File: config.mk
export PLATFORM = sky130hd
export DESIGN_NAME = rbx_exec
export DESIGN_NICKNAME = d
export VERILOG_FILES = /design/src/rbx_pkg.sv /design/src/rbx_bus.sv /design/src/rbx_exec.sv
export SDC_FILE = /design/constraint.sdc
export NUM_CORES = 1
export LEC_CHECK = 0
export ABC_AREA = 1
export BUFFER_PORTS_ARGS = -buffer_cell sky130_fd_sc_hd__buf_4
export CORE_MARGIN = 4
export CORE_UTILIZATION = 60
export DETAILED_ROUTE_END_ITERATION = 10
export GPL_TIMING_DRIVEN = 0
export PLACE_DENSITY = 0.89
export RECOVER_POWER = 100
export SETUP_SLACK_MARGIN = 0.02
export SKIP_CTS_REPAIR_TIMING = 1
export SLEW_MARGIN = 10
export SYNTH_ARGS = -nofsm -noshare
export SYNTH_HDL_FRONTEND = slang
export SYNTH_SLANG_ARGS = --single-unit
File: constraint.sdc
create_clock -name CLK_IN -period 3.38 [get_ports CLK_IN]
set_input_delay 0.676 -clock CLK_IN [delete_from_list [all_inputs] [get_ports CLK_IN]]
set_output_delay 0.676 -clock CLK_IN [all_outputs]
set_load 0.03 [all_outputs]
File: src/rbx_pkg.sv
// Package for the relative branch and bit set execution block.
// Assumes a core that fetches one 16-bit word per instruction cycle.
package rbx_pkg;
    // ---------------------------------------------------------------
    // Opcode fields
    // ---------------------------------------------------------------
    localparam logic [7:0]  OPC_BRANCH_IF_NEGATIVE     = 8'hE6;
    localparam logic [7:0]  OPC_BRANCH_IF_NO_CARRY     = 8'hE3;
    localparam logic [7:0]  OPC_BRANCH_IF_NOT_NEGATIVE = 8'hE7;
    localparam logic [7:0]  OPC_BRANCH_IF_NO_OVERFLOW  = 8'hE5;
    localparam logic [7:0]  OPC_BRANCH_IF_NONZERO      = 8'hE1;
    localparam logic [4:0]  OPC_BRANCH_ALWAYS          = 5'h1A;
    localparam logic [3:0]  OPC_SET_REGISTER_BIT       = 4'h8;
    localparam int          BIT_IDX_LSB                = 9;
    localparam int          BANK_BIT                   = 8;
    // ---------------------------------------------------------------
    // Addressing
    // ---------------------------------------------------------------
    localparam logic [7:0]  INDEXED_LIMIT              = 8'h5F;
    localparam logic [7:0]  ACCESS_SPLIT               = 8'h60;
    localparam logic [3:0]  ACCESS_HIGH_BANK           = 4'hF;
    // ---------------------------------------------------------------
    // Register map (word byte addresses)
    // ---------------------------------------------------------------
    localparam logic [7:0]  ADDR_CTRL                  = 8'h00;
    localparam logic [7:0]  ADDR_STATUS                = 8'h04;
    localparam logic [7:0]  ADDR_PC                    = 8'h08;
    localparam logic [7:0]  ADDR_COUNT                 = 8'h0C;
    localparam logic [31:0] CTRL_RESET                 = 32'h0000_0000;
    localparam int          CTRL_EXT_BIT               = 0;
    localparam int          CTRL_BANK_LSB              = 4;
    localparam logic [20:0] PC_RESET                   = 21'h00_0000;

    typedef enum logic [1:0] {PH_DECODE, PH_READ, PH_PROCESS, PH_WRITE} rbx_phase_type;
endpackage

File: src/rbx_bus.sv
// AHB-Lite slave register file for the execution block.
// Assumes a single master, single word transfers, hready tied to hreadyout.
`timescale 1ns/1ps
module rbx_bus
(
    input  wire logic        clk_in,
    input  wire logic        resetn_in,
    input  wire logic        hsel_in,
    input  wire logic [7:0]  haddr_in,
    input  wire logic [1:0]  htrans_in,
    input  wire logic        hwrite_in,
    input  wire logic        hready_in,
    input  wire logic [31:0] hwdata_in,
    input  wire logic [31:0] status_in,
    input  wire logic [20:0] pc_in,
    input  wire logic [31:0] count_in,
    output logic      [31:0] hrdata_out,
    output logic      [31:0] ctrl_out
);
    typedef struct packed {
        logic        wr;
        logic        rd;
        logic [7:0]  addr;
        logic [31:0] ctrl;
        logic [31:0] rdata;
    } rbx_bus_type;

    rbx_bus_type st_ff;
    rbx_bus_type nxt_st;
    logic        take;

    assign take = hsel_in && hready_in && htrans_in[1];

    always_comb
    begin
        nxt_st = st_ff;
        nxt_st.wr = take && hwrite_in;
        nxt_st.rd = take && !hwrite_in;
        if (take)
        begin
            nxt_st.addr = haddr_in;
        end
        if (st_ff.wr && st_ff.addr == rbx_pkg::ADDR_CTRL)
        begin
            nxt_st.ctrl = hwdata_in;
        end
        // Read data is captured at the address phase, so unmapped reads give zero
        if (take && !hwrite_in)
        begin
            case (haddr_in)
                rbx_pkg::ADDR_CTRL:   nxt_st.rdata = st_ff.ctrl;
                rbx_pkg::ADDR_STATUS: nxt_st.rdata = status_in;
                rbx_pkg::ADDR_PC:     nxt_st.rdata = {11'h000, pc_in};
                rbx_pkg::ADDR_COUNT:  nxt_st.rdata = count_in;
                default:              nxt_st.rdata = 32'h0000_0000;
            endcase
        end
    end

    always_ff @(posedge clk_in or negedge resetn_in)
    begin
        if (!resetn_in)
        begin
            st_ff <= '{wr: 1'b0, rd: 1'b0, addr: 8'h00, ctrl: rbx_pkg::CTRL_RESET, rdata: 32'h0000_0000};
        end
        else
        begin
            st_ff <= nxt_st;
        end
    end

    assign hrdata_out = st_ff.rdata;
    assign ctrl_out   = st_ff.ctrl;
endmodule // rbx_bus

File: src/rbx_exec.sv
// Execution unit for relative branches and the register bit set.
// Assumes the fetch side presents one instruction word per cycle with a valid strobe,
// and that data memory answers a read in the same cycle it is addressed.
//
// How it works
// - A branch_if_negative word (E6) moves the program counter only when N is one.
// - A branch_if_no_carry word (E3) moves the program counter only when C is zero.
// - A branch_if_not_negative word (E7) moves the program counter only when N is zero.
// - A branch_if_no_overflow word (E5) moves the program counter only when OV is zero.
// - A branch_if_nonzero word (E1) moves the program counter only when Z is zero.
// - A taken branch loads the incremented counter plus twice the sign-extended offset.
// - Conditional branches take one cycle untaken and two taken, offsets -128 to 127.
// - Phases run decode, read, process, write; a taken branch then spends a dead cycle.
// - The branch_always word (11010 plus 11-bit offset) always jumps and takes two cycles.
// - The set_register_bit word forces one chosen bit of the addressed byte to one.
// - Bank operand zero selects the access bank, one takes the bank from bank_select_reg.
// - With bank operand zero and the extended set on, addresses up to 95 are indexed.
//
// Added by the designer: the register addresses and register access over AHB-Lite.
`timescale 1ns/1ps
module rbx_exec
#(
    parameter int PC_W = 21
)
(
    input  wire logic        CLK_IN,
    input  wire logic        RESETN_IN,
    input  wire logic        HSEL_IN,
    input  wire logic [7:0]  HADDR_IN,
    input  wire logic [1:0]  HTRANS_IN,
    input  wire logic        HWRITE_IN,
    input  wire logic [2:0]  HSIZE_IN,
    input  wire logic        HREADY_IN,
    input  wire logic [31:0] HWDATA_IN,
    output logic      [31:0] HRDATA_OUT,
    output logic             HREADYOUT_OUT,
    output logic             HRESP_OUT,
    input  wire logic        INSTR_VALID_IN,
    input  wire logic [15:0] INSTR_IN,
    input  wire logic        FLAG_N_IN,
    input  wire logic        FLAG_OV_IN,
    input  wire logic        FLAG_Z_IN,
    input  wire logic        FLAG_C_IN,
    input  wire logic [11:0] FSR2_IN,
    input  wire logic [7:0]  MEM_RDATA_IN,
    output logic             INSTR_READY_OUT,
    output logic [PC_W-1:0]  PC_OUT,
    output logic [11:0]      MEM_ADDR_OUT,
    output logic             MEM_WE_OUT,
    output logic [7:0]       MEM_WDATA_OUT,
    output logic             FLAGS_WE_OUT
);
    // ---------------------------------------------------------------
    // State
    // ---------------------------------------------------------------
    typedef struct packed {
        rbx_pkg::rbx_phase_type phase;
        logic                   nop_cycle;
        logic                   busy;
        logic [15:0]            instr;
        logic                   taken;
        logic                   is_setbit;
        logic [PC_W-1:0]        pc;
        logic [PC_W-1:0]        target;
        logic [11:0]            maddr;
        logic [7:0]             wdata;
        logic                   we;
        logic [31:0]            count;
    } rbx_state_type;

    rbx_state_type st_ff;
    rbx_state_type nxt_st;

    logic [31:0] ctrl;
    logic [31:0] status;
    logic        ext_en;
    logic [3:0]  bank_sel;
    logic        cond_op;
    logic        cond_ok;
    logic        is_always;
    logic        is_setbit_w;
    logic [PC_W-1:0] offset;
    logic [11:0] ea;
    logic [7:0]  faddr;
    logic [2:0]  bidx;

    assign ext_en   = ctrl[rbx_pkg::CTRL_EXT_BIT];
    assign bank_sel = ctrl[rbx_pkg::CTRL_BANK_LSB +: 4];
    assign status   = {28'h0000_000, st_ff.taken, st_ff.nop_cycle, st_ff.phase};

    // ---------------------------------------------------------------
    // Register bus
    // ---------------------------------------------------------------
    rbx_bus u_bus
    (
        .clk_in     (CLK_IN),
        .resetn_in  (RESETN_IN),
        .hsel_in    (HSEL_IN),
        .haddr_in   (HADDR_IN),
        .htrans_in  (HTRANS_IN),
        .hwrite_in  (HWRITE_IN),
        .hready_in  (HREADY_IN),
        .hwdata_in  (HWDATA_IN),
        .status_in  (status),
        .pc_in      (PC_OUT[20:0]),
        .count_in   (st_ff.count),
        .hrdata_out (HRDATA_OUT),
        .ctrl_out   (ctrl)
    );
    assign HREADYOUT_OUT = 1'b1;
    assign HRESP_OUT     = 1'b0;

    // ---------------------------------------------------------------
    // Decode
    // ---------------------------------------------------------------
    // Flags are read live at process time, never copied, so no stale condition
    always_comb
    begin
        cond_op = 1'b1;
        cond_ok = 1'b0;
        case (st_ff.instr[15:8])
            rbx_pkg::OPC_BRANCH_IF_NEGATIVE:     cond_ok = FLAG_N_IN;
            rbx_pkg::OPC_BRANCH_IF_NO_CARRY:     cond_ok = !FLAG_C_IN;
            rbx_pkg::OPC_BRANCH_IF_NOT_NEGATIVE: cond_ok = !FLAG_N_IN;
            rbx_pkg::OPC_BRANCH_IF_NO_OVERFLOW:  cond_ok = !FLAG_OV_IN;
            rbx_pkg::OPC_BRANCH_IF_NONZERO:      cond_ok = !FLAG_Z_IN;
            default:                             cond_op = 1'b0;
        endcase
    end

    localparam int BIT_HI = rbx_pkg::BIT_IDX_LSB + 2;
    assign is_always   = st_ff.instr[15:11] == rbx_pkg::OPC_BRANCH_ALWAYS;
    assign is_setbit_w = st_ff.instr[15:12] == rbx_pkg::OPC_SET_REGISTER_BIT;
    assign faddr       = st_ff.instr[7:0];
    assign bidx        = st_ff.instr[BIT_HI:rbx_pkg::BIT_IDX_LSB];

    // Offset in words, doubled to bytes
    always_comb
    begin
        if (is_always)
        begin
            offset = {{(PC_W-12){st_ff.instr[10]}}, st_ff.instr[10:0], 1'b0};
        end
        else
        begin
            offset = {{(PC_W-9){st_ff.instr[7]}}, st_ff.instr[7:0], 1'b0};
        end
    end

    // Effective data address
    always_comb
    begin
        if (st_ff.instr[rbx_pkg::BANK_BIT])
        begin
            ea = {bank_sel, faddr};
        end
        else if (ext_en && faddr <= rbx_pkg::INDEXED_LIMIT)
        begin
            ea = 12'(FSR2_IN + {4'h0, faddr});
        end
        else if (faddr < rbx_pkg::ACCESS_SPLIT)
        begin
            ea = {4'h0, faddr};
        end
        else
        begin
            ea = {rbx_pkg::ACCESS_HIGH_BANK, faddr};
        end
    end

    // ---------------------------------------------------------------
    // Phase sequencer
    // ---------------------------------------------------------------
    always_comb
    begin
        nxt_st = st_ff;
        nxt_st.we = 1'b0;
        case (st_ff.phase)
            rbx_pkg::PH_DECODE:
            begin
                if (st_ff.nop_cycle)
                begin
                    // Dead cycle after a jump keeps ready low and accepts no word
                    nxt_st.phase = rbx_pkg::PH_READ;
                end
                else if (INSTR_VALID_IN)
                begin
                    nxt_st.instr = INSTR_IN;
                    nxt_st.busy  = 1'b1;
                    nxt_st.pc    = PC_W'(st_ff.pc + 2);
                    nxt_st.phase = rbx_pkg::PH_READ;
                end
            end
            rbx_pkg::PH_READ:
            begin
                nxt_st.is_setbit = is_setbit_w && !st_ff.nop_cycle;
                nxt_st.maddr  = ea;
                nxt_st.phase  = rbx_pkg::PH_PROCESS;
            end
            rbx_pkg::PH_PROCESS:
            begin
                nxt_st.taken  = !st_ff.nop_cycle && (is_always || (cond_op && cond_ok));
                nxt_st.target = PC_W'(st_ff.pc + offset);
                nxt_st.wdata  = MEM_RDATA_IN | (8'h01 << bidx);
                nxt_st.phase  = rbx_pkg::PH_WRITE;
            end
            rbx_pkg::PH_WRITE:
            begin
                nxt_st.phase = rbx_pkg::PH_DECODE;
                nxt_st.busy  = 1'b0;
                if (st_ff.nop_cycle)
                begin
                    nxt_st.nop_cycle = 1'b0;
                    nxt_st.count     = 32'(st_ff.count + 1);
                end
                else if (st_ff.taken)
                begin
                    nxt_st.pc        = st_ff.target;
                    nxt_st.nop_cycle = 1'b1;
                    nxt_st.taken     = 1'b0;
                end
                else
                begin
                    // Untaken branch keeps the incremented PC and still bumps the count
                    nxt_st.we    = st_ff.is_setbit;
                    nxt_st.count = 32'(st_ff.count + 1);
                end
                nxt_st.is_setbit = 1'b0;
            end
            default:
            begin
                nxt_st.phase = rbx_pkg::PH_DECODE;
            end
        endcase
    end

    always_ff @(posedge CLK_IN or negedge RESETN_IN)
    begin
        if (!RESETN_IN)
        begin
            st_ff <= '{phase: rbx_pkg::PH_DECODE, nop_cycle: 1'b0, busy: 1'b0, instr: 16'h0000,
                       taken: 1'b0, is_setbit: 1'b0, pc: PC_W'(rbx_pkg::PC_RESET), target: '0,
                       maddr: 12'h000, wdata: 8'h00, we: 1'b0, count: 32'h0000_0000};
        end
        else
        begin
            st_ff <= nxt_st;
        end
    end

    assign PC_OUT          = st_ff.pc;
    assign MEM_ADDR_OUT    = st_ff.maddr;
    assign MEM_WE_OUT      = st_ff.we;
    assign MEM_WDATA_OUT   = st_ff.wdata;
    assign FLAGS_WE_OUT    = 1'b0;
    assign INSTR_READY_OUT = st_ff.phase == rbx_pkg::PH_DECODE && !st_ff.nop_cycle;

    // ---------------------------------------------------------------
    // Checks
    // ---------------------------------------------------------------
    logic accept;
    assign accept = INSTR_READY_OUT && INSTR_VALID_IN;

    AST_NEG_TAKEN: assert property (@(posedge CLK_IN) disable iff (!RESETN_IN)
        accept && INSTR_IN[15:8] == rbx_pkg::OPC_BRANCH_IF_NEGATIVE ##2 FLAG_N_IN |-> ##2 st_ff.nop_cycle)
        else $error("negative branch not taken");
    AST_NOCARRY_SKIP: assert property (@(posedge CLK_IN) disable iff (!RESETN_IN)
        accept && INSTR_IN[15:8] == rbx_pkg::OPC_BRANCH_IF_NO_CARRY ##2 FLAG_C_IN |-> ##2 !st_ff.nop_cycle)
        else $error("no-carry branch taken with carry set");
    AST_NOTNEG_SKIP: assert property (@(posedge CLK_IN) disable iff (!RESETN_IN)
        accept && INSTR_IN[15:8] == rbx_pkg::OPC_BRANCH_IF_NOT_NEGATIVE ##2 FLAG_N_IN |-> ##2 !st_ff.nop_cycle)
        else $error("not-negative branch taken with N set");
    AST_NOOVF_TAKEN: assert property (@(posedge CLK_IN) disable iff (!RESETN_IN)
        accept && INSTR_IN[15:8] == rbx_pkg::OPC_BRANCH_IF_NO_OVERFLOW ##2 !FLAG_OV_IN |-> ##2 st_ff.nop_cycle)
        else $error("no-overflow branch not taken");
    AST_NONZERO_SKIP: assert property (@(posedge CLK_IN) disable iff (!RESETN_IN)
        accept && INSTR_IN[15:8] == rbx_pkg::OPC_BRANCH_IF_NONZERO ##2 FLAG_Z_IN |-> ##2 !st_ff.nop_cycle)
        else $error("nonzero branch taken with Z set");
    AST_TARGET: assert property (@(posedge CLK_IN) disable iff (!RESETN_IN)
        accept && INSTR_IN[15:11] == rbx_pkg::OPC_BRANCH_ALWAYS |->
        ##4 PC_OUT == PC_W'($past(PC_OUT, 4) + 2 + {{(PC_W-12){$past(INSTR_IN[10], 4)}}, $past(INSTR_IN[10:0], 4), 1'b0}))
        else $error("branch target wrong");
    AST_NOP_LEN: assert property (@(posedge CLK_IN) disable iff (!RESETN_IN)
        $rose(st_ff.nop_cycle) |-> st_ff.nop_cycle [*4] ##1 !st_ff.nop_cycle)
        else $error("dead cycle not four phases");
    AST_ALWAYS_TAKEN: assert property (@(posedge CLK_IN) disable iff (!RESETN_IN)
        accept && INSTR_IN[15:11] == rbx_pkg::OPC_BRANCH_ALWAYS |-> ##4 st_ff.nop_cycle)
        else $error("unconditional branch not taken");
    AST_PHASE_ORDER: assert property (@(posedge CLK_IN) disable iff (!RESETN_IN)
        accept |-> ##1 st_ff.phase == rbx_pkg::PH_READ ##1 st_ff.phase == rbx_pkg::PH_PROCESS
        ##1 st_ff.phase == rbx_pkg::PH_WRITE ##1 st_ff.phase == rbx_pkg::PH_DECODE)
        else $error("phase order broken");
    AST_SETBIT_DATA: assert property (@(posedge CLK_IN) disable iff (!RESETN_IN)
        MEM_WE_OUT |-> MEM_WDATA_OUT == ($past(MEM_RDATA_IN, 2) | (8'h01 << $past(bidx, 2))))
        else $error("bit set data wrong");
    AST_BANK: assert property (@(posedge CLK_IN) disable iff (!RESETN_IN)
        st_ff.phase == rbx_pkg::PH_READ && is_setbit_w && st_ff.instr[rbx_pkg::BANK_BIT]
        |=> MEM_ADDR_OUT == {$past(bank_sel), $past(faddr)})
        else $error("banked address wrong");
    AST_INDEXED: assert property (@(posedge CLK_IN) disable iff (!RESETN_IN)
        st_ff.phase == rbx_pkg::PH_READ && !st_ff.instr[rbx_pkg::BANK_BIT] && ext_en
        && faddr <= rbx_pkg::INDEXED_LIMIT |=> MEM_ADDR_OUT == 12'($past(FSR2_IN) + {4'h0, $past(faddr)}))
        else $error("indexed address wrong");
    AST_FLAGS: assert property (@(posedge CLK_IN) disable iff (!RESETN_IN)
        !FLAGS_WE_OUT)
        else $error("flags written");

    AST_NEG_SKIP: assert property (@(posedge CLK_IN) disable iff (!RESETN_IN)
        accept && INSTR_IN[15:8] == rbx_pkg::OPC_BRANCH_IF_NEGATIVE ##2 !FLAG_N_IN |-> ##2 !st_ff.nop_cycle)
        else $error("negative branch taken with N clear");
    AST_NOCARRY_TAKEN: assert property (@(posedge CLK_IN) disable iff (!RESETN_IN)
        accept && INSTR_IN[15:8] == rbx_pkg::OPC_BRANCH_IF_NO_CARRY ##2 !FLAG_C_IN |-> ##2 st_ff.nop_cycle)
        else $error("no-carry branch not taken");
    AST_NOTNEG_TAKEN: assert property (@(posedge CLK_IN) disable iff (!RESETN_IN)
        accept && INSTR_IN[15:8] == rbx_pkg::OPC_BRANCH_IF_NOT_NEGATIVE ##2 !FLAG_N_IN |-> ##2 st_ff.nop_cycle)
        else $error("not-negative branch not taken");
    AST_NOOVF_SKIP: assert property (@(posedge CLK_IN) disable iff (!RESETN_IN)
        accept && INSTR_IN[15:8] == rbx_pkg::OPC_BRANCH_IF_NO_OVERFLOW ##2 FLAG_OV_IN |-> ##2 !st_ff.nop_cycle)
        else $error("no-overflow branch taken with OV set");
    AST_NONZERO_TAKEN: assert property (@(posedge CLK_IN) disable iff (!RESETN_IN)
        accept && INSTR_IN[15:8] == rbx_pkg::OPC_BRANCH_IF_NONZERO ##2 !FLAG_Z_IN |-> ##2 st_ff.nop_cycle)
        else $error("nonzero branch not taken");
    AST_SETBIT_LEN: assert property (@(posedge CLK_IN) disable iff (!RESETN_IN)
        accept && INSTR_IN[15:12] == rbx_pkg::OPC_SET_REGISTER_BIT
        |-> ##4 INSTR_READY_OUT && PC_OUT == PC_W'($past(PC_OUT, 4) + 2))
        else $error("single cycle word not done in four clocks");

    COV_TAKEN:   cover property (@(posedge CLK_IN) disable iff (!RESETN_IN) $rose(st_ff.nop_cycle));
    COV_SETBIT:  cover property (@(posedge CLK_IN) disable iff (!RESETN_IN) MEM_WE_OUT);
    COV_ALWAYS:  cover property (@(posedge CLK_IN) disable iff (!RESETN_IN)
        accept && INSTR_IN[15:11] == rbx_pkg::OPC_BRANCH_ALWAYS);
    COV_INDEXED: cover property (@(posedge CLK_IN) disable iff (!RESETN_IN)
        st_ff.phase == rbx_pkg::PH_READ && is_setbit_w && !st_ff.instr[rbx_pkg::BANK_BIT] && ext_en);
    COV_UNTAKEN: cover property (@(posedge CLK_IN) disable iff (!RESETN_IN)
        st_ff.phase == rbx_pkg::PH_PROCESS && cond_op && !cond_ok);
endmodule // rbx_exec

==> reports/results.ini <==
[detailed_routing]
via_per_inst = 5.541
drt_pass1_iterations = 6
routed_wl_um = 33940
wl_per_cell_um = 16.58
dr_total_vias = 11340
drc = 0
first_iter_violations = 960
ant_nets = 0

[worst_setup_path]
path_buf_inv = 4
startpoint_type = flip-flop
cpPeakStageDelay_ns = 0.36
cpLargestDelayFamily = simple AND/OR/NAND/NOR gates
required_ns = 3.71
cp-end-kind = flip-flop
path_max_fanout = 10
slowest_stage = ha_1
arrival_ns = 3.11
path_cells = clkbuf_1 -> inv_1 -> nand3_1 -> nand2_1 -> inv_1 -> ha_1 -> nand2_1 -> inv_1 -> a21oi_1 -> nand3_1 -> or2_2 -> nand3_1 -> nand2_1
worstSetupPathType = reg2reg

[worst_hold_path]
hp-class = in2reg

[cts]
cts.clk_slew.worst_paths_ns = 0.07
clk_latency_ns = 0.44
root_buffer = clkbuf_16
cts_tree = built
ctsHtreeMaxLevel = 4
clkSinkCount = 189
cts_buffers = 17
clock_path_buffers = 2

[die]
die_area_um2 = 21730
core-area_um2 = 18890
die_height_um = 147.4
num_io_pins = 169
rows = 50
chipWidth_um = 147.4
start_util_pct = 61.71

[finish]
nNetsFinal = 1902
drive_above_1_share_pct = 13.49
finalCoreUtilization_pct = 71.28
antenna_cells = 0
syn2layout_area_growth_pct = 15.51

[yosys]
netlist.area_leader.share_pct = 40.57
yosys_warnings = 0
ys_types = 46
yosysTopAreaCell = dfrtp_1
netlist_area_um2 = 11660
synth_area_leaders = dfrtp_1, nand2_1, o21ai_0
seq_area_frac_synth_pct = 40.57
netlist_instances = 1592
avgSynthCellArea_um2 = 7.323
ys_seq_elements = 189

[timing]
tightest_slew_ns = 1.886
rsz0062_at_grt = no
fin_ws_ns = 0.5944
period_minus_slack_ns = 2.786
min_period_over_period_pct = 82.41
hold_viol = 0
slew_viol_final = 79
fin_worst_skew_ns = 0.009771
tns_ns = 0
slew-limit-headroom_pct = -25.72
max_clock_freq_ghz = 0.3590
setup_viol = 0

[run_status]
outcome = finished with violations
failed_checks = max-capacitance violations, max-slew violations

[global_route]
track_usage_pct = 31.00
grt_pass1_vias = 10990
grt_start_max_net_pins = 113
antenna_found_initial = 0
grt_overflow = 0
grt_first_pass_wirelength_um = 54520

[power_and_ir_drop]
p_int_mw = 6.182
total_power_mw = 11.67
power_leakage_nw = 6.786
p_comb_share_pct = 50.9
p_switching_mw = 5.486
peakVddDrop_v = 0.0006000
power_density_nw_per_um2 = 866.5
pwr-share-seq_pct = 30.8
clkPwrFrac_pct = 18.3
switching_share_pct = 47.02

[place]
place_congestion = 0.9697
port_buffers = 161
dp_hpwl_um = 25690
dp_worst_setup_slack_ns = 0.6519

[job]
drv_cap = 1

-- registers in the layout (all words and copies together), names as in the netlist --
register,count
MEM_ADDR_OUT,12
MEM_WDATA_OUT,8
MEM_WE_OUT,1
PC_OUT,21
bidx,3
faddr,8
st_ff,63
u_bus.ctrl_out,32
u_bus.hrdata_out,32
u_bus.st_ff,9
-- through the flow --
stage	cells	hold slack (ns)	area [um2]
2_1_floorplan	1593	0.3804	11660
3_3_place_gp	2014	0.4560	13200
3_5_place_dp	2015	0.4669	13230
4_1_cts	2047	0.2334	13840
5_1_grt	2047	0.4456	13470
6_report	2047	0.4393	13470
-- layout by cell type (no fill, tap or decap), drive strengths merged, types with 5 or more instances in the layout --
master	instances
nand2	465
dfrtp	189
inv	177
buf	171
nor2	154
o21ai	136
clkbuf	132
nand3	123
a21oi	72
ha	35
xor2	18
nor3	17
nand4	15
xnor2	15
mux2	7
o2111ai	7
nand3b	6
o22ai	6
o211ai	5
clkinv	5
-- metal layers --
layer  share of wire, %  GRT usage (%)  wire length [um]  vias to the layer above
met5                  0              0                 0                        -
met4                3.3          11.32              1110                        0
met3                8.6          5.978              2923                       84
met2                 47          52.03             16090                      553
met1                 41          40.30             13820                     5297
li1                   -              -                 -                     5408
-- path summary, 6_finish.rpt --
check,start,endpoint,slack (ns),cells after the start
worst max register to register,bidx[1],st_ff[65],0.59,13
worst min register to register,MEM_ADDR_OUT[6],MEM_ADDR_OUT[6],0.48,2
worst min-delay path,HWDATA_IN[25],u_bus.ctrl_out[25],0.44,3
worst max-delay path,bidx[1],st_ff[65],0.59,13
max in group asynchronous,RESETN_IN,MEM_WDATA_OUT[6],0.80,2
min in group asynchronous,RESETN_IN,u_bus.hrdata_out[23],0.74,1
-- cells in the mapped netlist (all sizes together) --
| cell type | n |
|---|---|
| a211oi | 3 |
| a21o | 1 |
| a21oi | 72 |
| a22oi | 4 |
| a31oi | 3 |
| and2 | 2 |
| and3 | 1 |
| buf | 94 |
| clkbuf | 27 |
| clkinv | 2 |
| conb | 2 |
| dfrtp | 189 |
| fa | 2 |
| ha | 35 |
| inv | 173 |
| mux2 | 7 |
| nand2 | 465 |
| nand3 | 123 |
| nand3b | 6 |
| nand4 | 15 |
| nor2 | 154 |
| nor3 | 17 |
| nor4 | 3 |
| o2111ai | 7 |
| o211ai | 5 |
| o21ai | 136 |
| o22ai | 6 |
| o31ai | 2 |
| or2 | 3 |
| xnor2 | 15 |
| xor2 | 18 |
-- power groups by stage --
stage	Combinational, mW	Clock (mW)	Sequential [mW]
2_1_floorplan	4.42	0	3.33
3_3_place_gp	5.85	0	3.57
3_5_place_dp	5.99	0	3.59
4_1_cts	6.06	2.12	3.57
5_1_grt	6.61	2.21	3.65
6_report	5.95	2.13	3.59
-- logic make-up (layout without fill, tap and decap cells) --
group / count (synthesis) / in the layout / share of synthesized area, %
mux: 7 / 7 / 0.6761
other cells: 2 / 3 / 0.06442
flops: 189 / 189 / 40.57
xor+xnor: 33 / 33 / 2.479
fa+ha+maj: 37 / 37 / 4.100
compound gates: 239 / 239 / 10.95
simple gates: 789 / 789 / 28.84
buf+inv: 296 / 490 / 12.33
-- area by class of cell --
| type | count | area (um2) |
|---|---|---|
| Timing Repair Buffer | 162 | 1015 |
| Buffer | 121 | 754.5 |
| Fill cell | 1623 | 5426 |
| Multi-Input combinational cell | 1108 | 5380 |
| Clock inverter | 12 | 158.9 |
| Sequential cell | 189 | 4730 |
| Clock buffer | 20 | 446.7 |
| Tap cell | 260 | 325.3 |
| Inverter | 175 | 656.9 |
-- worst reg2reg max path, cell delays in order, from the launching register on --
cell and delay (ns):
dfrtp_1 0.33, clkbuf_1 0.26, inv_1 0.17, nand3_1 0.17, nand2_1 0.09, inv_1 0.29
ha_1 0.37, nand2_1 0.13, inv_1 0.05, a21oi_1 0.22, nand3_1 0.15, or2_2 0.29
nand3_1 0.08, nand2_1 0.06
Note: power is estimated with default switching activity, not from simulation.
